File: src/core/pwr_seq_pkg.sv
// Constants for the suspend, resume and power-mode sequencer.
// Assumes a 25 MHz core clock; times are converted to cycle counts here.
package pwr_seq_pkg;
	localparam int CLK_HZ          = 25000000;
	localparam int IDLE_SUSP_US    = 3000;
	localparam int SUSP_DWELL_US   = 5000;
	localparam int RESUME_DONE_US  = 5000;
	localparam int RWAKE_DELAY_US  = 5000;
	localparam int RWAKE_K_US      = 10000;
	localparam int PLL_LOCK_US     = 100;
	localparam int POR_US          = 100;
	localparam int IDLE_SUSP_CYC   = IDLE_SUSP_US * (CLK_HZ / 1000000);
	localparam int SUSP_DWELL_CYC  = SUSP_DWELL_US * (CLK_HZ / 1000000);
	localparam int RESUME_DONE_CYC = RESUME_DONE_US * (CLK_HZ / 1000000);
	localparam int RWAKE_DELAY_CYC = RWAKE_DELAY_US * (CLK_HZ / 1000000);
	localparam int RWAKE_K_CYC     = RWAKE_K_US * (CLK_HZ / 1000000);
	localparam int PLL_LOCK_CYC    = PLL_LOCK_US * (CLK_HZ / 1000000);
	localparam int POR_CYC         = POR_US * (CLK_HZ / 1000000);
	localparam int CNT_W           = 20;
	// Status bit positions in periph_irq_status
	localparam int ST_SUSP         = 0;
	localparam int ST_RESUME       = 1;
	localparam int ST_W            = 2;
	// Reference select codes {ref_freq_sel_b, ref_freq_sel_a}
	localparam logic [1:0] REF_12M   = 2'h0;
	localparam logic [1:0] REF_19M2  = 2'h1;
	localparam logic [1:0] REF_24M   = 2'h2;
	localparam logic [1:0] REF_SEL_12M  = 2'h0;
	localparam logic [1:0] REF_SEL_19M2 = 2'h1;
	localparam logic [1:0] REF_SEL_24M  = 2'h2;
	typedef enum logic [2:0] {P_OFF, P_POR, P_RUN, P_SUSP, P_WAKE, P_DEEP} pwr_state_t;
	typedef enum logic [1:0] {R_IDLE, R_DELAY, R_DRIVE} rwake_state_t;
endpackage

File: src/core/usb_suspend_resume_power_ctrl.sv
// Suspend detection, wake-up, remote wake-up and regulator power sequencing.
// Assumes bus line states come from the transceiver as async pins; firmware
// control bits come from synchronous register logic outside this block.
`timescale 1ns/1ps
`default_nettype none
module usb_suspend_resume_power_ctrl
	import pwr_seq_pkg::*;
#(
	parameter int IDLE_CYC  = IDLE_SUSP_CYC,
	parameter int DWELL_CYC = SUSP_DWELL_CYC,
	parameter int RESUM_CYC = RESUME_DONE_CYC,
	parameter int RDLY_CYC  = RWAKE_DELAY_CYC,
	parameter int RK_CYC    = RWAKE_K_CYC,
	parameter int LOCK_CYC  = PLL_LOCK_CYC,
	parameter int PORP_CYC  = POR_CYC
) (
	input  wire logic             clk,
	input  wire logic             rst_n,
	input  wire logic             sof_seen,
	input  wire logic             bus_activity,
	input  wire logic             bus_k_state,
	input  wire logic             chip_select_n,
	input  wire logic             read_strobe_n,
	input  wire logic             ref_freq_sel_a,
	input  wire logic             ref_freq_sel_b,
	input  wire logic             downstream_wake,
	input  wire logic             vbus_overcurrent,
	input  wire logic             go_suspend,
	input  wire logic             send_resume,
	input  wire logic             chip_select_wake_en,
	input  wire logic             suspend_irq_en,
	input  wire logic             resume_irq_en,
	input  wire logic             regulator_power_on,
	input  wire logic             regulator_suspend_power,
	input  wire logic             unlock_cmd,
	input  wire logic [ST_W-1:0]  status_clr,
	output logic [ST_W-1:0]       periph_irq_status,
	output logic                  irq_out,
	output logic                  bus_k_drive,
	output logic                  osc_pll_en,
	output logic                  periph_clk_en,
	output logic                  host_clk_en,
	output logic                  regulator_en,
	output logic                  regulator_susp,
	output logic                  por_reset,
	output logic                  suspended,
	output logic                  write_protect,
	output logic [1:0]            ref_select
);
	localparam logic [CNT_W-1:0] IDLE_N  = CNT_W'(IDLE_CYC);
	localparam logic [CNT_W-1:0] DWELL_N = CNT_W'(DWELL_CYC);
	localparam logic [CNT_W-1:0] RESUM_N = CNT_W'(RESUM_CYC);
	localparam logic [CNT_W-1:0] RDLY_N  = CNT_W'(RDLY_CYC);
	localparam logic [CNT_W-1:0] RK_N    = CNT_W'(RK_CYC);
	localparam logic [CNT_W-1:0] LOCK_N  = CNT_W'(LOCK_CYC);
	localparam logic [CNT_W-1:0] POR_N   = CNT_W'(PORP_CYC);

	// Two-flop synchronisers for pins: sof, act, k, cs_n, rd_n, sel a/b, dsw, oc
	localparam int NS = 9;
	localparam logic [NS-1:0] SYNC_IDLE = 9'h018; // Rest levels, so reset fakes no event
	logic [NS-1:0] s1_q, s2_q;
	always_ff @(posedge clk or negedge rst_n) begin
		if (!rst_n) begin
			s1_q <= SYNC_IDLE;
			s2_q <= SYNC_IDLE;
		end else begin
			s1_q <= {vbus_overcurrent, downstream_wake, ref_freq_sel_b, ref_freq_sel_a,
				read_strobe_n, chip_select_n, bus_k_state, bus_activity, sof_seen};
			s2_q <= s1_q;
		end
	end
	logic sof_s, act_s, k_s, cs_n_s, rd_n_s, sel_a_s, sel_b_s, dsw_s, oc_s;
	assign {oc_s, dsw_s, sel_b_s, sel_a_s, rd_n_s, cs_n_s, k_s, act_s, sof_s} = s2_q;

	logic dummy_read;
	assign dummy_read = !cs_n_s && !rd_n_s;

	// Firmware bit edges
	logic go_susp_q, send_res_q;
	always_ff @(posedge clk or negedge rst_n) begin
		if (!rst_n) begin
			go_susp_q  <= 1'b0;
			send_res_q <= 1'b0;
		end else begin
			go_susp_q  <= go_suspend;
			send_res_q <= send_resume;
		end
	end
	logic go_susp_fall, send_res_fall;
	assign go_susp_fall  = go_susp_q && !go_suspend;
	assign send_res_fall = send_res_q && !send_resume;

	pwr_state_t   st_q;
	rwake_state_t rw_q;
	logic         dwell_done_q;

	// Idle timer: restarts on any activity
	logic idle_busy, idle_done;
	logic idle_restart;
	assign idle_restart = sof_s || act_s || k_s || st_q != P_RUN;
	cycle_timer u_idle (
		.clk   (clk),
		.rst_n (rst_n),
		.load  (idle_restart || !idle_busy),
		.count (IDLE_N),
		.clr   (1'b0),
		.busy  (idle_busy),
		.done  (idle_done)
	);
	logic idle_fired_q;
	logic susp_event;
	always_ff @(posedge clk or negedge rst_n) begin
		if (!rst_n) begin
			idle_fired_q <= 1'b0;
		end else if (idle_restart) begin
			idle_fired_q <= 1'b0;
		end else if (idle_done) begin
			idle_fired_q <= 1'b1;
		end
	end
	// Flag only once per uninterrupted idle period
	assign susp_event = idle_done && !idle_fired_q;

	// Shared sequence timer for POR, dwell and PLL lock; resume window has its own timer
	logic       seq_load, seq_busy, seq_done;
	logic [CNT_W-1:0] seq_count;
	cycle_timer u_seq (
		.clk   (clk),
		.rst_n (rst_n),
		.load  (seq_load),
		.count (seq_count),
		.clr   (1'b0),
		.busy  (seq_busy),
		.done  (seq_done)
	);

	logic res_busy, res_done, res_load;
	cycle_timer u_res (
		.clk   (clk),
		.rst_n (rst_n),
		.load  (res_load),
		.count (RESUM_N),
		.clr   (1'b0),
		.busy  (res_busy),
		.done  (res_done)
	);

	logic wake_req, low_pwr_wake, enter_deep, pwr_off;
	assign wake_req = k_s || (chip_select_wake_en && dummy_read);
	assign low_pwr_wake = dummy_read || dsw_s || oc_s || k_s;
	assign enter_deep = regulator_power_on && regulator_suspend_power;
	assign pwr_off = !regulator_power_on;

	logic resume_event;
	assign resume_event = (st_q == P_SUSP) && dwell_done_q && wake_req;

	always_comb begin
		seq_load  = 1'b0;
		seq_count = POR_N;
		res_load  = 1'b0;
		case (st_q)
			P_OFF: begin
				if (dummy_read) begin
					seq_load  = 1'b1;
					seq_count = POR_N;
				end
			end
			P_RUN: begin
				if (go_susp_fall) begin
					seq_load  = 1'b1;
					seq_count = DWELL_N;
				end
			end
			P_SUSP: begin
				if (resume_event) begin
					seq_load  = 1'b1;
					seq_count = LOCK_N;
					res_load  = 1'b1;
				end
			end
			P_DEEP: begin
				if (low_pwr_wake) begin
					seq_load  = 1'b1;
					seq_count = LOCK_N;
					res_load  = 1'b1;
				end
			end
			default: seq_load = 1'b0;
		endcase
	end

	// Power-mode state machine
	always_ff @(posedge clk or negedge rst_n) begin
		if (!rst_n) begin
			st_q <= P_OFF;
		end else if (pwr_off && st_q != P_OFF && st_q != P_POR) begin
			st_q <= P_OFF;
		end else begin
			case (st_q)
				P_OFF: if (dummy_read) st_q <= P_POR;
				P_POR: if (seq_done) st_q <= P_RUN;
				P_RUN: begin
					if (enter_deep) st_q <= P_DEEP;
					else if (go_susp_fall) st_q <= P_SUSP;
				end
				P_SUSP: begin
					if (enter_deep) st_q <= P_DEEP;
					else if (resume_event) st_q <= P_WAKE;
				end
				P_WAKE: if (res_done) st_q <= P_RUN;
				P_DEEP: if (low_pwr_wake) st_q <= P_WAKE;
				default: st_q <= P_OFF;
			endcase
		end
	end

	// Dwell expiry gates wake response
	always_ff @(posedge clk or negedge rst_n) begin
		if (!rst_n) begin
			dwell_done_q <= 1'b0;
		end else if (st_q != P_SUSP) begin
			dwell_done_q <= 1'b0;
		end else if (seq_done) begin
			dwell_done_q <= 1'b1;
		end
	end

	// Clock gating: peripheral clocks only after PLL lock
	logic lock_q;
	always_ff @(posedge clk or negedge rst_n) begin
		if (!rst_n) begin
			lock_q <= 1'b0;
		end else if (st_q == P_WAKE && seq_done) begin
			lock_q <= 1'b1;
		end else if (st_q != P_WAKE) begin
			lock_q <= 1'b0;
		end
	end

	always_ff @(posedge clk or negedge rst_n) begin
		if (!rst_n) begin
			osc_pll_en     <= 1'b0;
			periph_clk_en  <= 1'b0;
			host_clk_en    <= 1'b0;
			regulator_en   <= 1'b0;
			regulator_susp <= 1'b0;
			por_reset      <= 1'b1;
			suspended      <= 1'b0;
		end else begin
			osc_pll_en     <= st_q == P_RUN || st_q == P_WAKE || st_q == P_POR;
			periph_clk_en  <= st_q == P_RUN || (st_q == P_WAKE && lock_q);
			host_clk_en    <= st_q == P_RUN || st_q == P_SUSP || (st_q == P_WAKE && lock_q);
			regulator_en   <= st_q != P_OFF;
			regulator_susp <= st_q == P_DEEP;
			por_reset      <= st_q == P_OFF || st_q == P_POR;
			suspended      <= st_q == P_SUSP || st_q == P_DEEP || st_q == P_WAKE;
		end
	end

	// Status flags: set wins over write-one clear
	always_ff @(posedge clk or negedge rst_n) begin
		if (!rst_n) begin
			periph_irq_status <= '0;
		end else begin
			periph_irq_status[ST_SUSP] <= susp_event ||
				(periph_irq_status[ST_SUSP] && !status_clr[ST_SUSP]);
			periph_irq_status[ST_RESUME] <= resume_event ||
				(periph_irq_status[ST_RESUME] && !status_clr[ST_RESUME]);
		end
	end

	always_ff @(posedge clk or negedge rst_n) begin
		if (!rst_n) begin
			irq_out <= 1'b0;
		end else begin
			irq_out <= (periph_irq_status[ST_SUSP] && suspend_irq_en) ||
				(periph_irq_status[ST_RESUME] && resume_irq_en);
		end
	end

	// Write protection from resume until unlock
	always_ff @(posedge clk or negedge rst_n) begin
		if (!rst_n) begin
			write_protect <= 1'b0;
		end else if (resume_event) begin
			write_protect <= 1'b1;
		end else if (unlock_cmd) begin
			write_protect <= 1'b0;
		end
	end

	// Remote wake-up K-state generator
	logic rw_load, rw_busy, rw_done;
	logic [CNT_W-1:0] rw_count;
	assign rw_load = (rw_q == R_IDLE && send_res_fall) || (rw_q == R_DELAY && rw_done);
	assign rw_count = (rw_q == R_IDLE) ? RDLY_N : RK_N;
	cycle_timer u_rw (
		.clk   (clk),
		.rst_n (rst_n),
		.load  (rw_load),
		.count (rw_count),
		.clr   (1'b0),
		.busy  (rw_busy),
		.done  (rw_done)
	);
	always_ff @(posedge clk or negedge rst_n) begin
		if (!rst_n) begin
			rw_q <= R_IDLE;
		end else begin
			case (rw_q)
				R_IDLE:  if (send_res_fall) rw_q <= R_DELAY;
				R_DELAY: if (rw_done) rw_q <= R_DRIVE;
				R_DRIVE: if (rw_done) rw_q <= R_IDLE;
				default: rw_q <= R_IDLE;
			endcase
		end
	end
	always_ff @(posedge clk or negedge rst_n) begin
		if (!rst_n) begin
			bus_k_drive <= 1'b0;
		end else begin
			bus_k_drive <= (rw_q == R_DELAY && rw_done) || (rw_q == R_DRIVE && !rw_done);
		end
	end

	// Reference frequency select
	always_ff @(posedge clk or negedge rst_n) begin
		if (!rst_n) begin
			ref_select <= REF_SEL_12M;
		end else begin
			case ({sel_b_s, sel_a_s})
				REF_12M:  ref_select <= REF_SEL_12M;
				REF_19M2: ref_select <= REF_SEL_19M2;
				REF_24M:  ref_select <= REF_SEL_24M;
				default:  ref_select <= REF_SEL_24M;
			endcase
		end
	end

	logic unused_ok;
	assign unused_ok = seq_busy ^ res_busy ^ rw_busy;
endmodule
`default_nettype wire

File: src/core/cycle_timer.sv
// Loadable down-counter; done pulses one cycle when the count expires.
// Assumes load and clr come from logic on the same clock.
`timescale 1ns/1ps
`default_nettype none
module cycle_timer
	import pwr_seq_pkg::*;
#(
	parameter int W = CNT_W
) (
	input  wire logic         clk,
	input  wire logic         rst_n,
	input  wire logic         load,
	input  wire logic [W-1:0] count,
	input  wire logic         clr,
	output logic              busy,
	output logic              done
);
	logic [W-1:0] cnt_q;

	always_ff @(posedge clk or negedge rst_n) begin
		if (!rst_n) begin
			cnt_q <= '0;
			busy  <= 1'b0;
			done  <= 1'b0;
		end else begin
			done <= 1'b0;
			if (clr) begin
				busy <= 1'b0;
			end else if (load) begin
				cnt_q <= count;
				busy  <= 1'b1;
			end else if (busy) begin
				if (cnt_q <= W'(1)) begin
					busy <= 1'b0;
					done <= 1'b1;
				end else begin
					cnt_q <= cnt_q - W'(1);
				end
			end
		end
	end
endmodule
`default_nettype wire

File: config.mk
export PLATFORM = sky130hd
export DESIGN_NAME = usb_suspend_resume_power_ctrl
export DESIGN_NICKNAME = d
export VERILOG_FILES = /design/src/core/pwr_seq_pkg.sv /design/src/core/usb_suspend_resume_power_ctrl.sv /design/src/core/cycle_timer.sv
export SDC_FILE = /design/constraint.sdc
export NUM_CORES = 1
export LEC_CHECK = 0
export BUFFER_PORTS_ARGS = -buffer_cell sky130_fd_sc_hd__buf_2
export CAP_MARGIN = 20
export CORE_MARGIN = 5
export CORE_UTILIZATION = 41
export CTS_CLUSTER_DIAMETER = 200
export DETAILED_ROUTE_END_ITERATION = 16
export GPL_TIMING_DRIVEN = 0
export SETUP_SLACK_MARGIN = 0.05
export SYNTH_ARGS = -nofsm -noshare
export SYNTH_HDL_FRONTEND = slang
export SYNTH_HIERARCHICAL = 1
export SYNTH_SLANG_ARGS = --single-unit
File: constraint.sdc
create_clock -name clk -period 5 [get_ports clk]
set_input_delay 1.25 -clock clk [delete_from_list [all_inputs] [get_ports clk]]
set_output_delay 1.25 -clock clk [all_outputs]
set_load 0.02 [all_outputs]
# After elaboration in Yosys (flattened, before gate mapping)
# Index checks and enable logic that the tools add are counted.
classes:
  n_addsub: 4
  order_cmp: 4
  n_eq_ne: 25
  n_mux: 68
  n_reduce_logical: 68
op_table:
  columns: ["cell", "count"]
  rows:
  - ["$mux 20", 12]
  - ["$le 20x1->1 const B", 4]
  - ["$sub 20x1->20 const B", 4]
  - ["$mux 1", 36]
  - ["$mux 17", 2]
  - ["$mux 3", 9]
  - ["$logic_or 1x1->1", 21]
  - ["$logic_and 1x1->1", 19]
  - ["$mux 18", 1]
  - ["$pmux 3 s6", 1]
  - ["$reduce_bool 2->1", 8]
  - ["$ne 3x2->1 const B", 4]
  - ["$logic_not 1->1", 10]
  - ["$ne 3x3->1 const B", 3]
  - ["$ne 2x2->1 const B", 4]
  - ["$ne 4x4->1 const B", 2]
  - ["$reduce_and 2->1", 4]
  - ["$eq 3x2->1 const B", 2]
  - ["$eq 3x3->1 const B", 2]
  - ["$mux 2", 3]
  - ["$ne 2x1->1 const B", 3]
  - ["$pmux 2 s3", 1]
  - ["$reduce_and 6->1", 1]
  - ["$eq 2x1->1 const B", 2]
  - ["10 further kinds", 11]
totals:
  reg_bits: 130
  inputBits: 21
  out_inout_bits: 14
  wordCells: 202

# Depth between registers and ports, before layout
depth:
  depth_word: 9
  ltp_mapped: 11
  ltp_nobuf: 9

# By module
# Netlist, hierarchy kept.
by_module_without_submodules:
  columns: ["mod", "instances", "cells_per_inst", "area_each_um2"]
  rows:
  - ["cycle_timer at u_idle ...", 3, 176, 1547.7]
  - ["usb_suspend_resume_power_ctrl", 1, 139, 1644.1]
  - ["cycle_timer at u_seq", 1, 168, 1392.6]

# Worst setup path before layout
# OpenSTA, ideal clock, no wires.
synth_path:
  path_type: "input to register"
  startpoint: "input chip_select_wake_en"
  endpoint: "register u_seq.cnt_q[0]"
  setup_time_ns: 0.130
  arrival_ns: 3.134
  setup_slack_ns: 1.736
  stages: 10
  n_path_buf: 1
  cell_sequence: "nor3b_1 o21ai_1 o31ai_1 a221o_1 nor4_1 a31o_2 inv_2 buf_2 nand3_1 o211ai_1"
synth_between:
  elab_chain_cells: 7
  word_cells_on_any_way: 9
  cone_classes: "eq/ne (1); mux (3); reduce/logical (5)"
synth_rtl:
  columns: ["item", "line_no", "text"]
  rows:
  - ["start, declared", "usb_suspend_resume_power_ctrl.sv:30", "input wire logic chip_select_wake_en,"]
  - ["$logic_and 1x1->1 (*)", "usb_suspend_resume_power_ctrl.sv:149", "assign wake_req = k_s || (chip_select_wake_en && dummy_read);"]
  - ["$logic_or 1x1->1 (*)", "usb_suspend_resume_power_ctrl.sv:149", null]
  - ["$logic_and 1x1->1 (*)", "usb_suspend_resume_power_ctrl.sv:155", "assign resume_event = (st_q == P_SUSP) && dwell_done_q && wake_req;"]
  - ["$mux 1 (*)", "usb_suspend_resume_power_ctrl.sv:175", "if (resume_event) begin"]
  - ["$pmux 1 s4 (*)", "usb_suspend_resume_power_ctrl.sv:161", "case (st_q)"]
  - ["net seq_load", "usb_suspend_resume_power_ctrl.sv:125", "logic seq_load, seq_busy, seq_done;"]
  - ["$ne 2x2->1 (no source line) or $reduce_bool 2->1 (tied branches)", null, null]
  - ["$reduce_and 2->1 (no source line)", null, null]
  - ["end signal, assigned", "cycle_timer.sv:30", "cnt_q <= count;"]
  - ["end signal, assigned", "cycle_timer.sv:37", "cnt_q <= cnt_q - W'(1);"]
  - ["end, declared", "cycle_timer.sv:18", "logic [W-1:0] cnt_q;"]
# Mark *: on every way through the listed nets, which the timed path passes. The rest lies on a longest branch.
# A chain may end at the register's enable or synchronous reset.

# Worst setup path after layout
layout_path:
  startpoint: "input chip_select_wake_en"
  endpoint: "register u_res.cnt_q[6]"
layout_between:
  elab_chain_cells: 7
  word_cells_on_any_way: 9
  cone_classes: "eq/ne (1); mux (3); reduce/logical (5)"
layout_rtl:
  columns: ["item", "line_no", "text"]
  rows:
  - ["$logic_and 1x1->1 (*)", "usb_suspend_resume_power_ctrl.sv:149", null]
  - ["$logic_or 1x1->1 (*)", "usb_suspend_resume_power_ctrl.sv:149", null]
  - ["$logic_and 1x1->1 (*)", "usb_suspend_resume_power_ctrl.sv:155", null]
  - ["$mux 1 (*)", "usb_suspend_resume_power_ctrl.sv:175", null]
  - ["$pmux 1 s2 (*)", "usb_suspend_resume_power_ctrl.sv:161", null]
  - ["net res_load", "usb_suspend_resume_power_ctrl.sv:137", "logic res_busy, res_done, res_load;"]
  - ["$ne 2x2->1 (no source line) or $reduce_bool 2->1 (tied branches)", null, null]
  - ["$reduce_and 2->1 (no source line)", null, null]
  - ["end signal, assigned", "cycle_timer.sv:30", null]
  - ["end signal, assigned", "cycle_timer.sv:37", null]
  - ["end, declared", "cycle_timer.sv:18", null]
# Marks and branches as above.

==> out/metrics.yaml <==
outcome:
  status: "complete, no violations"
power:
  vdd_drop_max_uv: 245
  powerDensity_nw_per_um2: 408
  p_leak_nw: 3.72
yosys:
  synthCells: 835
  avgSynthCellArea_um2: 9.20
  ys_types: 77
  synth-edff-count: 0
  async_flop_share_pct: 100
  yosys_register_bits: 130
  ys_seq_area_share_pct: 42.4
  ys.warnings.count: 6
  synthFlopType: "dfrtp_1"
  synth_area_um2: 7680
finish:
  synthToLayoutAreaGrowth_pct: 18.1
  fillers: 1767
  diodes: 0
  fin_nets: 994
  drive_gt1_share_pct: 14.7
  multiInputGateArea_um2: 4260
  final_util_pct: 48.8
  seq_area_um2: 3260
detailed_routing:
  first_iter_violations: 699
  wl_per_cell_um: 16.4
  totalWireLength_um: 19900
  drcViolationCount: 0
  drtAntennaViolNets: 0
  first_pass_iters: 5
  viasPerCell: 5.73
  dr_total_vias: 6943
sta:
  rsz0062_at_grt: "false"
  hold_violations: 0
  clock_skew_ns: 0.0106
  slew_viol_final: 0
  setup_violations: 0
  tns_ns: 0
  min_period_ns: 3.75
  max_freq_mhz: 267
  worst_slew_pin_slew_ns: 0.839
  period_share_pct: 75.0
  max_slew_margin_pct: 44.0
worst_setup_path:
  reg2reg_depth: 10
  cp_common_cell: "clkbuf_1"
  r2r_slack_ns: 1.77
  cp_cell_sequence: "buf_2 -> nor3b_1 -> o21ai_1 -> o31ai_1 -> and2_1 -> clkbuf_1 -> clkbuf_1 -> clkbuf_1 -> a21oi_1 -> a211oi_1 -> o22ai_1"
  slowest_delay_ns: 0.45
  cpMaxStageDelayCell: "clkbuf_1"
  end_kind: "register"
  cp-start-kind: "input pin"
  crit_buf_inv: 4
  cp_max_fo: 10
  crit_arrival_ns: 4.05
  worst-setup-path-type: "in2reg"
  critPathTopFamily: "buffers and inverters"
  r2r_start: "s2_q[4]"
  r2r_end: "u_res/cnt_q[6]"
  cp.required_ns: 5.29
flow_run:
  maxCapViolations: 0
cts:
  cts_root_buf: "clkbuf_16"
  cts_tree: "built"
  cts_resized: 0
  cts_buffers: 17
  clock_latency_ns: 0.43
  cts.sinks: 130
  cts-htree-levels: 4
  post_cts_buffers: 0
  clock_path_buffers: 2
  hold_buffers: 0
  clk_pin_slew_ns: 0.06
min_path:
  holdCritStartpoint: "s1_q[2]"
  holdCritPathClass: "reg2reg"
  hold_end: "s2_q[2]"
  hold_path_depth: 0
global_route:
  grt_usage_pct: 19.0
  grt_pass1_vias: 6506
  grt.overflow.total: 0
  gr-max-usage-layer: "met1"
  met1_usage_pct: 28.1
  grt.met2_usage_pct: 28.0
  antenna_found_initial: 0
  grt_max_degree: 70
  grt_pass1_wl_um: 33900
  use_met3_pct: 3.55
die:
  start_util_pct: 41.3
  die_w_um: 147
  dieArea_um2: 21600
  ios: 35
  placementRows: 50
  core_um2: 18600
  die_h_um: 147
placed_design:
  port_buffers: 33
  gp_congestion: 0.837
  hpwl_um: 13800
-- per-layer routing --
metal,routed length (um),up-vias
li1,-,3377
met1,9600,3309
met2,8950,231
met3,1050,26
met4,305,0
met5,0,-
-- cells by family after synthesis --
logic type               count (synthesis)  synth area share [%]
adder cells (fa/ha/maj)                  8                  1.30
multiplexers                            16                  2.09
flip-flops                             130                  42.4
AND/OR/NAND/NOR                        302                  23.5
XOR/XNOR                                 1                 0.114
AO/OA/AOI/OAI                          267                  24.7
other                                    2                0.0978
buffers and inverters                  109                  5.80
-- through the flow --
stage	setup slack, ns	hold slack (ns)	cell area [um^2]	cells	power (W)
detailed placement	0.842	0.335	8460	1180	0.00241
global placement	0.823	0.332	8430	1179	0.00240
floorplan	1.74	0.331	7970	912	0.00212
CTS	1.31	0.349	9070	1212	0.00372
finish	1.25	0.347	9070	1212	0.00370
global route	1.02	0.356	9070	1212	0.00393
-- Yosys cell counts, types with 4 or more instances --
master	count	area, um^2
inv_1	48	180
nor4_4	4	85.1
nor2_1	63	236
a21oi_1	49	245
o21ai_1	8	40.0
nand4_1	24	150
o21ai_0	38	190
a31oi_1	7	43.8
inv_2	6	22.5
and3_1	11	68.8
or3_1	8	50.1
dfstp_2	5	131
buf_2	11	55.1
nor2b_1	9	56.3
a211oi_1	8	60.1
o311a_1	7	70.1
a22oi_1	11	82.6
and2_1	6	37.5
o211ai_1	16	120
buf_4	5	37.5
or3b_1	5	43.8
a221oi_1	18	158
a221o_1	7	70.1
dfrtp_1	125	3130
o2bb2ai_1	13	114
ha_1	8	100
or4_1	6	45.0
nand2b_1	4	25.0
nor4_2	10	125
nand3_1	11	55.1
clkbuf_1	35	131
nor3_1	31	155
or2_2	5	31.3
nand2_1	47	176
o21ba_2	4	40.0
o21a_1	8	60.1
o31ai_1	7	52.6
nor4_1	29	181
a32oi_1	6	52.6
o31a_1	4	35.0
o22ai_1	23	144
mux2i_1	16	160
nor3b_1	5	37.5
o21bai_1	4	30.0
-- sequential cells by signal, summed over array words and instances, names as in the netlist, 2 cells and up --
register and count:
u_idle/cnt_q 20, u_res/cnt_q 20, u_rw/cnt_q 20, u_seq/cnt_q 20, s1_q 9, s2_q 9
st_q 3, periph_irq_status 2, ref_select 2, rw_q 2
-- cell type report --
class                   instances  share of cell area [%]
inverters                      54                    2.24
repair buffers                 34                    2.19
multi-input cells             673                    47.0
well taps                     234                    3.23
plain buffers                  55                    2.68
flip-flops and latches        130                    35.9
clock inverters                15                    2.00
clock buffers                  17                    4.69
-- report_power, final --
part | leakage [nW] | total [W] | internal [W] | switching [W]
Combinational | 1.85 | 0.00102 | 0.000380 | 0.000645
Clock | 0.294 | 0.00129 | 0.000789 | 0.000500
Sequential | 1.58 | 0.00138 | 0.00122 | 0.000165
-- worst max-delay path by stage --
stage | start | end | cells past startpoint | slack (ns)
floorplan | chip_select_wake_en | u_seq/cnt_q[0] | 10 | 1.74
detailed placement | chip_select_wake_en | u_res/cnt_q[6] | 11 | 0.84
global placement | chip_select_wake_en | u_res/cnt_q[6] | 11 | 0.82
global route | chip_select_wake_en | u_res/cnt_q[6] | 11 | 1.02
CTS | chip_select_wake_en | u_res/cnt_q[6] | 11 | 1.31
finish | chip_select_wake_en | u_res/cnt_q[6] | 11 | 1.25
-- layout by cell type, fill, tap and decap left out, types with 31 or more instances in the layout --
cell type / synthesis / routed
a21oi_1: 49 / 49
buf_2: 11 / 43
clkbuf_1: 35 / 35
conb_1: 2 / 79
dfrtp_1: 125 / 125
inv_1: 48 / 48
nand2_1: 47 / 47
nor2_1: 63 / 63
nor3_1: 31 / 31
o21ai_0: 38 / 38
(Power assumes the default switching activity.)
